**config.mk**
```make
export PLATFORM = sky130hd
export DESIGN_NAME = gwt_top
export DESIGN_NICKNAME = d
export VERILOG_FILES = /design/src/shared/gwt_pkg.sv /design/src/rtl/gwt_counter.sv /design/src/rtl/gwt_top.sv
export VERILOG_INCLUDE_DIRS = /design/src /design/src/shared
export SDC_FILE = /design/constraint.sdc
export NUM_CORES = 1
export LEC_CHECK = 0
export ABC_AREA = 1
export BUFFER_PORTS_ARGS = -buffer_cell sky130_fd_sc_hd__buf_4
export CAP_MARGIN = 20
export CORE_MARGIN = 3
export CORE_UTILIZATION = 45
export DETAILED_ROUTE_END_ITERATION = 12
export SLEW_MARGIN = 20
export SYNTH_ARGS = -nofsm -noshare
export SYNTH_HDL_FRONTEND = slang
export SYNTH_SLANG_ARGS = --single-unit
```
**constraint.sdc**
```tcl
create_clock -name clk -period 4 [get_ports clk]
set_input_delay 0.2 -clock clk [delete_from_list [all_inputs] [get_ports clk]]
set_output_delay 0.2 -clock clk [all_outputs]
set_load 0.03 [all_outputs]
```
**src/shared/gwt_consts.svh**
```systemverilog
// register map, field positions and reset values of the wake-up timer block
//------------------------------------------------------------
// Functional notes
// - capture armed only while bit 17 set
// - bits 16:12 pick event, source minus two
// - bits 11:9 pick core, crystal, gpio sources
// - bit 8 set counts up, default down
// - bit 7 enables counting, off at reset
// - bit 6 periodic when set, else free-running
// - bits 5:4 binary or hms, 23 or 255 hours
// - prescale codes divide by 1,16,256,32768
// - any write to clear location drops interrupt
// - selected event loads count into capture
// - wake-up counter has load and live count
// - bits 10:9 pick crystal, oscillator or core
// - wake-up runs while core clock stopped, except on core source
// - wake-up expiry triggers converter start
// - any write to wake-up clear drops interrupt
// - wake-up count is read-only, writes ignored
// - third timer runs oscillator divided 1,16,256
// - periodic runs load to terminal, then reloads
// - free-running wraps at zero or full scale
// - interrupt each time terminal count reached
//------------------------------------------------------------
`ifndef GWT_CONSTS_SVH
`define GWT_CONSTS_SVH

// byte addresses
`define GWT_GP_LOAD   32'hFFFF0320
`define GWT_GP_COUNT  32'hFFFF0324
`define GWT_GP_CTRL   32'hFFFF0328
`define GWT_GP_CLR    32'hFFFF032C
`define GWT_GP_CAP    32'hFFFF0330
`define GWT_WK_LOAD   32'hFFFF0340
`define GWT_WK_COUNT  32'hFFFF0344
`define GWT_WK_CTRL   32'hFFFF0348
`define GWT_WK_CLR    32'hFFFF034C
`define GWT_T3_LOAD   32'hFFFF0360
`define GWT_T3_COUNT  32'hFFFF0364
`define GWT_T3_CTRL   32'hFFFF0368
`define GWT_T3_CLR    32'hFFFF036C

// control fields
`define GWT_CAP_EN    17
`define GWT_EVT_HI    16
`define GWT_EVT_LO    12
`define GWT_CS_HI     11
`define GWT_CS_LO     9
`define GWT_WCS_HI    10
`define GWT_UP        8
`define GWT_EN        7
`define GWT_PER       6
`define GWT_FMT_HI    5
`define GWT_FMT_LO    4
`define GWT_PRE_HI    3
`define GWT_PRE_LO    0
`define GWT_T3P_LO    2

// writable bits of each control register
`define GWT_GP_MASK   32'h0003FFFF
`define GWT_WK_MASK   32'h000007FF
`define GWT_T3_MASK   32'h000001CC

// source, prescale and format codes
`define GWT_GCS_CORE  3'h0
`define GWT_GCS_XTAL  3'h1
`define GWT_GCS_GPIO1 3'h2
`define GWT_GCS_GPIO2 3'h3
`define GWT_WCS_OSC   2'h2
`define GWT_WCS_CORE  2'h3
`define GWT_PRE_16    4'h4
`define GWT_PRE_256   4'h8
`define GWT_PRE_32K   4'hF
`define GWT_LIM_16    15'h000F
`define GWT_LIM_256   15'h00FF
`define GWT_LIM_32K   15'h7FFF
`define GWT_HR23      8'h17
`define GWT_HR255     8'hFF
`define GWT_SEC_MAX   8'h3B
`define GWT_HUN_MAX   8'h63

// reset values
`define GWT_COUNT_RST 32'h0FFFFFFF

`endif

```
**src/shared/gwt_pkg.sv**
```systemverilog
// types shared by the wake-up timer block
package gwt_pkg;
  // bus handshake states
  typedef enum logic [1:0] {
    GWT_BUS_IDLE = 2'b01,
    GWT_BUS_ACK  = 2'b10
  } gwt_bus_t;

  // state of one counter channel
  typedef struct packed {
    logic [14:0] pre;
    logic [31:0] count;
    logic        irq;
    logic        expired;
  } gwt_cnt_t;

  // state of the top level
  typedef struct packed {
    gwt_bus_t    bus;
    logic        wreq;
    logic [31:0] rdata;
    logic [31:0] gp_ctrl;
    logic [31:0] gp_load;
    logic [31:0] gp_cap;
    logic [31:0] wk_ctrl;
    logic [31:0] wk_load;
    logic [31:0] t3_ctrl;
    logic [31:0] t3_load;
    logic [3:0]  sync1;
    logic [3:0]  sync2;
    logic [3:0]  prev;
    logic [31:0] evt_prev;
    logic        gp_trig;
    logic        wk_trig;
  } gwt_top_t;
endpackage

```
**src/rtl/gwt_counter.sv**
```systemverilog
// one prescaled up/down counter channel with load, wrap and interrupt
`timescale 1ns/100ps
`include "gwt_consts.svh"
module gwt_counter #(
  parameter int unsigned WIDTH   = 32,
  parameter bit          DIV_32K = 1'b1
) (
  // clock and reset
  input  wire logic        clk,
  input  wire logic        rst,
  // source tick and control
  input  wire logic        tick,
  input  wire logic        enable,
  input  wire logic        count_up,
  input  wire logic        periodic,
  input  wire logic [1:0]  fmt,
  input  wire logic [3:0]  prescale,
  input  wire logic [31:0] load_value,
  input  wire logic        restart,
  input  wire logic        irq_clear,
  // state
  output logic      [31:0] count,
  output logic             irq,
  output logic             expired
);
  localparam logic [31:0] MASK = (WIDTH == 32) ? 32'hFFFFFFFF : 32'((64'h1 << WIDTH) - 64'h1);

  // width check
  if (WIDTH < 2 || WIDTH > 32) begin : g_chk
    $error("gwt_counter: WIDTH must be 2 to 32");
  end

  // terminal prescale count
  function automatic logic [14:0] pre_limit(input logic [3:0] code);
    if (code == `GWT_PRE_16) pre_limit = `GWT_LIM_16;
    else if (code == `GWT_PRE_256) pre_limit = `GWT_LIM_256;
    else if (code == `GWT_PRE_32K && DIV_32K) pre_limit = `GWT_LIM_32K;
    else pre_limit = 15'h0000;
  endfunction

  // one step of the time-of-day format, wrapping in both directions
  function automatic logic [31:0] hms_step(input logic [31:0] v, input logic up, input logic [31:0] lim);
    logic [31:0] r;
    logic        c;
    r = v;
    c = 1'b1;
    for (int i = 0; i < 4; i++) begin
      if (c) begin
        if (up) begin
          if (r[i*8+:8] >= lim[i*8+:8]) r[i*8+:8] = 8'h00;
          else begin
            r[i*8+:8] = r[i*8+:8] + 8'h01;
            c = 1'b0;
          end
        end else begin
          if (r[i*8+:8] == 8'h00) r[i*8+:8] = lim[i*8+:8];
          else begin
            r[i*8+:8] = r[i*8+:8] - 8'h01;
            c = 1'b0;
          end
        end
      end
    end
    hms_step = r;
  endfunction

  gwt_pkg::gwt_cnt_t st_r;
  gwt_pkg::gwt_cnt_t st_nxt;
  logic              hms;
  logic              step;
  logic [31:0]       hlim;
  logic [31:0]       term;

  // format and terminal value
  always_comb begin
    hms = (WIDTH == 32) && fmt[1];
    hlim = {(fmt[0] ? `GWT_HR255 : `GWT_HR23), `GWT_SEC_MAX, `GWT_SEC_MAX, `GWT_HUN_MAX};
    term = count_up ? (hms ? hlim : MASK) : 32'h0;
  end

  // prescaler, counter and interrupt
  always_comb begin
    st_nxt = st_r;
    st_nxt.expired = 1'b0;
    step = 1'b0;
    if (restart) begin
      st_nxt.count = load_value & MASK;
      st_nxt.pre = 15'h0000;
    end else if (enable && tick) begin
      if (st_r.pre >= pre_limit(prescale)) begin
        st_nxt.pre = 15'h0000;
        step = 1'b1;
      end else st_nxt.pre = st_r.pre + 15'h0001;
    end
    if (irq_clear) st_nxt.irq = 1'b0;
    if (step) begin
      if (periodic && st_r.count == term) st_nxt.count = load_value & MASK;
      else if (hms) st_nxt.count = hms_step(st_r.count, count_up, hlim);
      else st_nxt.count = (count_up ? st_r.count + 32'h1 : st_r.count - 32'h1) & MASK;
      if (st_nxt.count == term) begin
        st_nxt.irq = 1'b1;
        st_nxt.expired = 1'b1;
      end
    end
  end

  // state register
  always_ff @(posedge clk) begin
    if (rst) st_r <= '{count: `GWT_COUNT_RST & MASK, default: '0};
    else st_r <= st_nxt;
  end

  assign count = st_r.count;
  assign irq = st_r.irq;
  assign expired = st_r.expired;
endmodule

```
**src/rtl/gwt_top.sv**
```systemverilog
// general-purpose, wake-up and third timers behind an avalon-mm slave
`timescale 1ns/100ps
`include "gwt_consts.svh"
module gwt_top #(
  parameter int unsigned T3_WIDTH = 16
) (
  // clock and reset
  input  wire logic        clk,
  input  wire logic        rst,
  // avalon-mm slave
  input  wire logic [31:0] avs_address,
  input  wire logic        avs_read,
  input  wire logic        avs_write,
  input  wire logic [31:0] avs_writedata,
  input  wire logic [3:0]  avs_byteenable,
  output logic      [31:0] avs_readdata,
  output logic             avs_waitrequest,
  // clock source pins
  input  wire logic        xtal_clock_in,
  input  wire logic        osc_clock_in,
  input  wire logic        first_gpio_clock_input,
  input  wire logic        second_gpio_clock_input,
  // system side
  input  wire logic        core_clock_stopped,
  input  wire logic [31:0] event_sources,
  // interrupts and triggers
  output logic             gp_irq,
  output logic             wakeup_irq,
  output logic             third_irq,
  output logic             gp_adc_trigger,
  output logic             adc_trigger
);
  // width check
  if (T3_WIDTH < 2 || T3_WIDTH > 32) begin : g_chk
    $error("gwt_top: T3_WIDTH must be 2 to 32");
  end

  //------------------------------------------------------------
  // helpers
  //------------------------------------------------------------

  // byte-lane merge of a write
  function automatic logic [31:0] be_merge(input logic [31:0] old, input logic [31:0] wd,
                                           input logic [3:0] be);
    logic [31:0] r;
    r = old;
    for (int i = 0; i < 4; i++) begin
      if (be[i]) r[i*8+:8] = wd[i*8+:8];
    end
    be_merge = r;
  endfunction

  //------------------------------------------------------------
  // state
  //------------------------------------------------------------

  gwt_pkg::gwt_top_t st_r;
  gwt_pkg::gwt_top_t st_nxt;

  logic [3:0]  edges;
  logic        xtal_tick;
  logic        osc_tick;
  logic        gpio1_tick;
  logic        gpio2_tick;
  logic        core_tick;
  logic        gp_tick;
  logic        wk_tick;
  logic        acc;
  logic        gp_clr_wr;
  logic        wk_clr_wr;
  logic        t3_clr_wr;
  logic        gp_ctrl_wr;
  logic        wk_ctrl_wr;
  logic        t3_ctrl_wr;
  logic [31:0] evt_edge;
  logic        capture;
  logic [31:0] rd;
  logic [31:0] gp_count;
  logic [31:0] wk_count;
  logic [31:0] t3_count;
  logic        gp_irq_w;
  logic        wk_irq_w;
  logic        t3_irq_w;
  logic        gp_exp;
  logic        wk_exp;
  logic        t3_exp;

  //------------------------------------------------------------
  // source ticks
  //------------------------------------------------------------

  // rising edges of the synchronised pins
  assign edges = st_r.sync2 & ~st_r.prev;
  assign xtal_tick = edges[0];
  assign osc_tick = edges[1];
  assign gpio1_tick = edges[2];
  assign gpio2_tick = edges[3];
  // core source halts with the core clock
  assign core_tick = !core_clock_stopped;

  // source selection of the two main timers
  always_comb begin
    case (st_r.gp_ctrl[`GWT_CS_HI:`GWT_CS_LO])
      `GWT_GCS_CORE:  gp_tick = core_tick;
      `GWT_GCS_XTAL:  gp_tick = xtal_tick;
      `GWT_GCS_GPIO1: gp_tick = gpio1_tick;
      `GWT_GCS_GPIO2: gp_tick = gpio2_tick;
      default:        gp_tick = 1'b0;
    endcase
    case (st_r.wk_ctrl[`GWT_WCS_HI:`GWT_CS_LO])
      `GWT_WCS_OSC:  wk_tick = osc_tick;
      `GWT_WCS_CORE: wk_tick = core_tick;
      default:       wk_tick = xtal_tick;
    endcase
  end

  //------------------------------------------------------------
  // bus decode
  //------------------------------------------------------------

  // write strobes, valid in the acknowledge cycle only
  assign acc = (st_r.bus == gwt_pkg::GWT_BUS_ACK) && avs_write;
  assign gp_clr_wr = acc && avs_address == `GWT_GP_CLR;
  assign wk_clr_wr = acc && avs_address == `GWT_WK_CLR;
  assign t3_clr_wr = acc && avs_address == `GWT_T3_CLR;
  assign gp_ctrl_wr = acc && avs_address == `GWT_GP_CTRL;
  assign wk_ctrl_wr = acc && avs_address == `GWT_WK_CTRL;
  assign t3_ctrl_wr = acc && avs_address == `GWT_T3_CTRL;

  // read mux
  always_comb begin
    rd = 32'h0;
    if (avs_address == `GWT_GP_LOAD) rd = st_r.gp_load;
    else if (avs_address == `GWT_GP_COUNT) rd = gp_count;
    else if (avs_address == `GWT_GP_CTRL) rd = st_r.gp_ctrl;
    else if (avs_address == `GWT_GP_CAP) rd = st_r.gp_cap;
    else if (avs_address == `GWT_WK_LOAD) rd = st_r.wk_load;
    else if (avs_address == `GWT_WK_COUNT) rd = wk_count;
    else if (avs_address == `GWT_WK_CTRL) rd = st_r.wk_ctrl;
    else if (avs_address == `GWT_T3_LOAD) rd = st_r.t3_load;
    else if (avs_address == `GWT_T3_COUNT) rd = t3_count;
    else if (avs_address == `GWT_T3_CTRL) rd = st_r.t3_ctrl;
  end

  //------------------------------------------------------------
  // capture event
  //------------------------------------------------------------

  // first assertion of each event line
  assign evt_edge = event_sources & ~st_r.evt_prev;
  // armed capture of the chosen event
  assign capture = st_r.gp_ctrl[`GWT_CAP_EN] && evt_edge[st_r.gp_ctrl[`GWT_EVT_HI:`GWT_EVT_LO]];

  //------------------------------------------------------------
  // next state
  //------------------------------------------------------------

  // bus handshake, registers, synchronisers
  always_comb begin
    st_nxt = st_r;
    st_nxt.sync1 = {second_gpio_clock_input, first_gpio_clock_input, osc_clock_in, xtal_clock_in};
    st_nxt.sync2 = st_r.sync1;
    st_nxt.prev = st_r.sync2;
    st_nxt.evt_prev = event_sources;
    st_nxt.wk_trig = wk_exp;
    st_nxt.gp_trig = gp_exp;
    case (st_r.bus)
      gwt_pkg::GWT_BUS_IDLE: begin
        if (avs_read || avs_write) begin
          st_nxt.bus = gwt_pkg::GWT_BUS_ACK;
          st_nxt.wreq = 1'b0;
          st_nxt.rdata = avs_read ? rd : 32'h0;
        end
      end
      gwt_pkg::GWT_BUS_ACK: begin
        st_nxt.bus = gwt_pkg::GWT_BUS_IDLE;
        st_nxt.wreq = 1'b1;
        if (avs_write) begin
          if (avs_address == `GWT_GP_LOAD) begin
            st_nxt.gp_load = be_merge(st_r.gp_load, avs_writedata, avs_byteenable);
          end else if (avs_address == `GWT_GP_CTRL) begin
            st_nxt.gp_ctrl = be_merge(st_r.gp_ctrl, avs_writedata, avs_byteenable) & `GWT_GP_MASK;
          end else if (avs_address == `GWT_GP_CAP) begin
            st_nxt.gp_cap = be_merge(st_r.gp_cap, avs_writedata, avs_byteenable);
          end else if (avs_address == `GWT_WK_LOAD) begin
            st_nxt.wk_load = be_merge(st_r.wk_load, avs_writedata, avs_byteenable);
          end else if (avs_address == `GWT_WK_CTRL) begin
            st_nxt.wk_ctrl = be_merge(st_r.wk_ctrl, avs_writedata, avs_byteenable) & `GWT_WK_MASK;
          end else if (avs_address == `GWT_T3_LOAD) begin
            st_nxt.t3_load = be_merge(st_r.t3_load, avs_writedata, avs_byteenable);
          end else if (avs_address == `GWT_T3_CTRL) begin
            st_nxt.t3_ctrl = be_merge(st_r.t3_ctrl, avs_writedata, avs_byteenable) & `GWT_T3_MASK;
          end
        end
      end
      default: begin
        st_nxt.bus = gwt_pkg::GWT_BUS_IDLE;
        st_nxt.wreq = 1'b1;
      end
    endcase
    // capture wins over a software write
    if (capture) st_nxt.gp_cap = gp_count;
  end

  // state register
  always_ff @(posedge clk) begin
    if (rst) st_r <= '{bus: gwt_pkg::GWT_BUS_IDLE, wreq: 1'b1, default: '0};
    else st_r <= st_nxt;
  end

  //------------------------------------------------------------
  // counter channels
  //------------------------------------------------------------

  // general-purpose timer
  // enable and mode bits drive the channel
  gwt_counter #(
    .WIDTH   (32),
    .DIV_32K (1'b1)
  ) u_gp (
    .clk        (clk),
    .rst        (rst),
    .tick       (gp_tick),
    .enable     (st_r.gp_ctrl[`GWT_EN]),
    .count_up   (st_r.gp_ctrl[`GWT_UP]),
    .periodic   (st_r.gp_ctrl[`GWT_PER]),
    .fmt        (st_r.gp_ctrl[`GWT_FMT_HI:`GWT_FMT_LO]),
    .prescale   (st_r.gp_ctrl[`GWT_PRE_HI:`GWT_PRE_LO]),
    .load_value (st_r.gp_load),
    .restart    (gp_ctrl_wr),
    .irq_clear  (gp_clr_wr),
    .count      (gp_count),
    .irq        (gp_irq_w),
    .expired    (gp_exp)
  );

  // wake-up timer
  gwt_counter #(
    .WIDTH   (32),
    .DIV_32K (1'b1)
  ) u_wk (
    .clk        (clk),
    .rst        (rst),
    .tick       (wk_tick),
    .enable     (st_r.wk_ctrl[`GWT_EN]),
    .count_up   (st_r.wk_ctrl[`GWT_UP]),
    .periodic   (st_r.wk_ctrl[`GWT_PER]),
    .fmt        (st_r.wk_ctrl[`GWT_FMT_HI:`GWT_FMT_LO]),
    .prescale   (st_r.wk_ctrl[`GWT_PRE_HI:`GWT_PRE_LO]),
    .load_value (st_r.wk_load),
    .restart    (wk_ctrl_wr),
    .irq_clear  (wk_clr_wr),
    .count      (wk_count),
    .irq        (wk_irq_w),
    .expired    (wk_exp)
  );

  // third timer, normal mode
  // oscillator source, divide 1, 16 or 256
  gwt_counter #(
    .WIDTH   (T3_WIDTH),
    .DIV_32K (1'b0)
  ) u_t3 (
    .clk        (clk),
    .rst        (rst),
    .tick       (osc_tick),
    .enable     (st_r.t3_ctrl[`GWT_EN]),
    .count_up   (st_r.t3_ctrl[`GWT_UP]),
    .periodic   (st_r.t3_ctrl[`GWT_PER]),
    .fmt        (2'b00),
    .prescale   ({st_r.t3_ctrl[`GWT_PRE_HI:`GWT_T3P_LO], 2'b00}),
    .load_value (st_r.t3_load),
    .restart    (t3_ctrl_wr),
    .irq_clear  (t3_clr_wr),
    .count      (t3_count),
    .irq        (t3_irq_w),
    .expired    (t3_exp)
  );

  //------------------------------------------------------------
  // outputs
  //------------------------------------------------------------

  // all from flip-flops
  assign avs_readdata = st_r.rdata;
  assign avs_waitrequest = st_r.wreq;
  assign gp_irq = gp_irq_w;
  assign wakeup_irq = wk_irq_w;
  assign third_irq = t3_irq_w;
  assign gp_adc_trigger = st_r.gp_trig;
  assign adc_trigger = st_r.wk_trig;
endmodule

```
==> flow_summary.json <==
{
  "status": "complete, no violations",
  "crit_chain": "clkinvlp_4 -> buf_4 -> ha_1 -> nand2_1 -> nor2_1 -> inv_1 -> nor3_1 -> nand3_1 -> nand4_1 -> nand3_1 -> nand3_1 -> nand2_1 -> o21ai_0 -> inv_1 -> nor2_1 -> nand4_1 -> nor2_1",
  "cts.path.max_buffers": 3,
  "via_count": 32700,
  "end_kind": "flip-flop",
  "critical_path_buf_inv_count": 4,
  "clkLatencyLatePin_ns": 0.61,
  "die_w_um": 261,
  "place_hpwl_um": 85000,
  "cts_root_buffer": "clkbuf_16",
  "grt_pass1_wl_um": 173000,
  "cp.required_ns": 4.53,
  "drt_iter0_markers": 3231,
  "io_pins": 147,
  "path_depth": 17,
  "synth-main-ff-cell": "dfxtp_1",
  "overflow": 0,
  "fin_ws_ns": 0.339,
  "dp_slack_ns": 0.240,
  "hold_viol": 0,
  "grt_max_degree": 83,
  "relSlewSlack_pct": 30.1,
  "postPlaceCellArea_um2": 30800,
  "drtPass1Iterations": 5,
  "cts_tree": "yes",
  "crit_family": "simple AND/OR/NAND/NOR gates",
  "cp_slowest_cell": "dfxtp_1",
  "ys_top_cells_by_area": "dfxtp_1, nand2_1, nor2_1, o21ai_0, nand3_1",
  "fp.coreArea_um2": 63500,
  "setup_tns_ns": 0,
  "port_buffers": 146,
  "synth.distinct_cells": 62,
  "min_period_over_period_pct": 91.5,
  "crit_type": "flip-flop to flip-flop",
  "dieArea_um2": 67900,
  "gp_congestion": 0.983,
  "n_antenna_cell": 0,
  "ys_seq_elements": 372,
  "fin_skew_ns": 0.0417,
  "max_stage_delay_ns": 0.37,
  "fin_crit_ns": 3.66,
  "synth_area_leader_cell": "dfxtp_1",
  "ff2ff_path_depth": 17,
  "fmax_ghz": 0.273,
  "row_count": 92,
  "vias_per_cell": 5.79,
  "final_cell_area_um2": 33000,
  "grt_pass1_vias": 30100,
  "hold_path.class": "input pin to flip-flop",
  "start_kind": "flip-flop",
  "report.final.setup_viol": 0,
  "synth_cells": 4654,
  "drc_errors": 0,
  "power_density_nw_per_um2": 260,
  "syn-num-nets": 4912,
  "synth_area_um2": 29100,
  "irDropWorstVdd_uv": 270,
  "htree_levels": 2,
  "utilization_pct": 51.9,
  "synth_edf_count": 0,
  "ant_nets": 0,
  "cts.sinks": 372,
  "synth_area_per_cell_um2": 6.26,
  "grt_usage_pct": 32.3,
  "antenna_found_initial": 0,
  "ys_async_sr_fraction_pct": 0,
  "worst_slew_pin_slew_ns": 1.04,
  "min_path_cells": 3,
  "synth_top_area_share_pct": 25.5,
  "syn_to_final_growth_pct": 13.2,
  "die_y_um": 261,
  "arrival_ns": 4.19,
  "drv_slew": 0,
  "rsz0062_at_grt": "false",
  "crit_fanout": 16,
  "initial_core_util_pct": 45.9,
  "drive_gt1_share_pct": 8.51,
  "ys_seq_area_share_pct": 25.5,
  "cap_violations": 0,
  "cts.clk_slew.worst_paths_ns": 0.06,
  "yosysWarnings": 0,
  "wl_um": 112000,
  "wl_per_cell_um": 19.9,
  "cts_buffers": 45,
  "power_leakage_nw": 14.5,
  "final_nets": 5021
}
-- cell families after synthesis --
group,share of synthesized area (%)
compound gates,22.2
xor+xnor,2.28
fa+ha+maj,6.47
buf+inv,10.9
flops,25.5
simple gates,32.6
-- flip-flops by register name, summed over array words and instances (netlist names), 8 cells and up --
register      cells
u_wk.count       32
u_gp.count       32
avs_readdata     32
u_wk.st_r        15
st_r            200
u_t3.count       16
u_t3.st_r        15
st_nxt            8
u_gp.st_r        15
-- placed cells by master, fill, tap and decap left out, drive strengths merged, types with 15 or more instances in the layout --
cell / netlist / routed
o22ai: 37 / 37
nand4: 83 / 83
dlygate4sd3: 0 / 56
a221oi: 45 / 45
ha: 146 / 146
nor4: 15 / 15
o221ai: 35 / 35
clkbuf: 120 / 63
buf: 104 / 230
o21bai: 24 / 24
nor3: 122 / 122
nand3b: 17 / 17
or2: 19 / 19
dfxtp: 372 / 372
xor2: 59 / 59
inv: 531 / 531
xnor2: 17 / 17
o211ai: 79 / 79
nand2: 969 / 969
o311ai: 18 / 18
o2111ai: 17 / 17
o21ai: 396 / 396
nor2: 554 / 554
a211oi: 39 / 39
clkinv: 11 / 17
nand3: 388 / 388
a21oi: 375 / 375
-- worst register-to-register path, stage by stage (launching register included) --
cell        delay [ns]
dfxtp_1           0.37
clkinvlp_4        0.34
buf_4             0.30
ha_1              0.37
nand2_1           0.13
nor2_1            0.24
inv_1             0.09
nor3_1            0.33
nand3_1           0.21
nand4_1           0.14
nand3_1           0.17
nand3_1           0.13
nand2_1           0.13
o21ai_0           0.28
inv_1             0.07
nor2_1            0.12
nand4_1           0.09
nor2_1            0.09
-- cell type report --
| class | count | area, um^2 |
|---|---|---|
| tap | 846 | 1060 |
| multi-input combinational | 3516 | 18500 |
| clock inverter | 17 | 324 |
| timing repair buffer | 286 | 2300 |
| fill | 6636 | 30600 |
| clock buffer | 63 | 1260 |
| sequential | 372 | 7450 |
| inverter | 542 | 2050 |
-- layer usage --
layer	global-route usage (%)	routed length (um)
met4	11.4	4150
met5	0	0
met3	5.05	9010
met1	43.9	48800
met2	51.8	50200
-- where the power goes --
group | switching, W | internal (W)
Clock | 0.00176 | 0.00267
Sequential | 0.00000643 | 0.00373
Combinational | 0.000244 | 0.000154
-- stage by stage --
stage          hold WS, ns  total power (W)  cells
3_5_place_dp         0.397          0.00416   5505
6_report            0.0539          0.00857   5642
3_3_place_gp         0.393          0.00416   5505
5_1_grt             0.0261          0.00878   5642
2_1_floorplan        0.307          0.00397   4654
4_1_cts            0.00519          0.00863   5641
-- path summary, 6_finish.rpt --
check               startpoint      endpoint  slack, ns
min reg2reg         st_nxt[41]    st_nxt[37]       0.41
max                  st_r[246]  u_gp.expired       0.34
max reg2reg          st_r[246]  u_gp.expired       0.34
min          avs_writedata[15]     st_r[253]       0.05
-- repair_timing --
action	CTS	global route
setup buffers	0	1
endpoints found under the hold margin	85	0
gates resized for setup	0	3
hold buffers	56	0
setup endpoints to repair	0	3
-- synth_stat cells (all sizes together) (18+ instances only) --
cell type and number:
clkbuf 120, nand3 388, o21ai 396, o221ai 35, nand2 969, a221oi 45
o211ai 79, a211oi 39, nand4 83, nor2 554, dfxtp 372, a21oi 375
o311ai 18, nor3 122, xor2 59, o22ai 37, ha 146, o21bai 24
buf 104, or2 19, inv 531
Note: power is estimated with default switching activity, not from simulation.
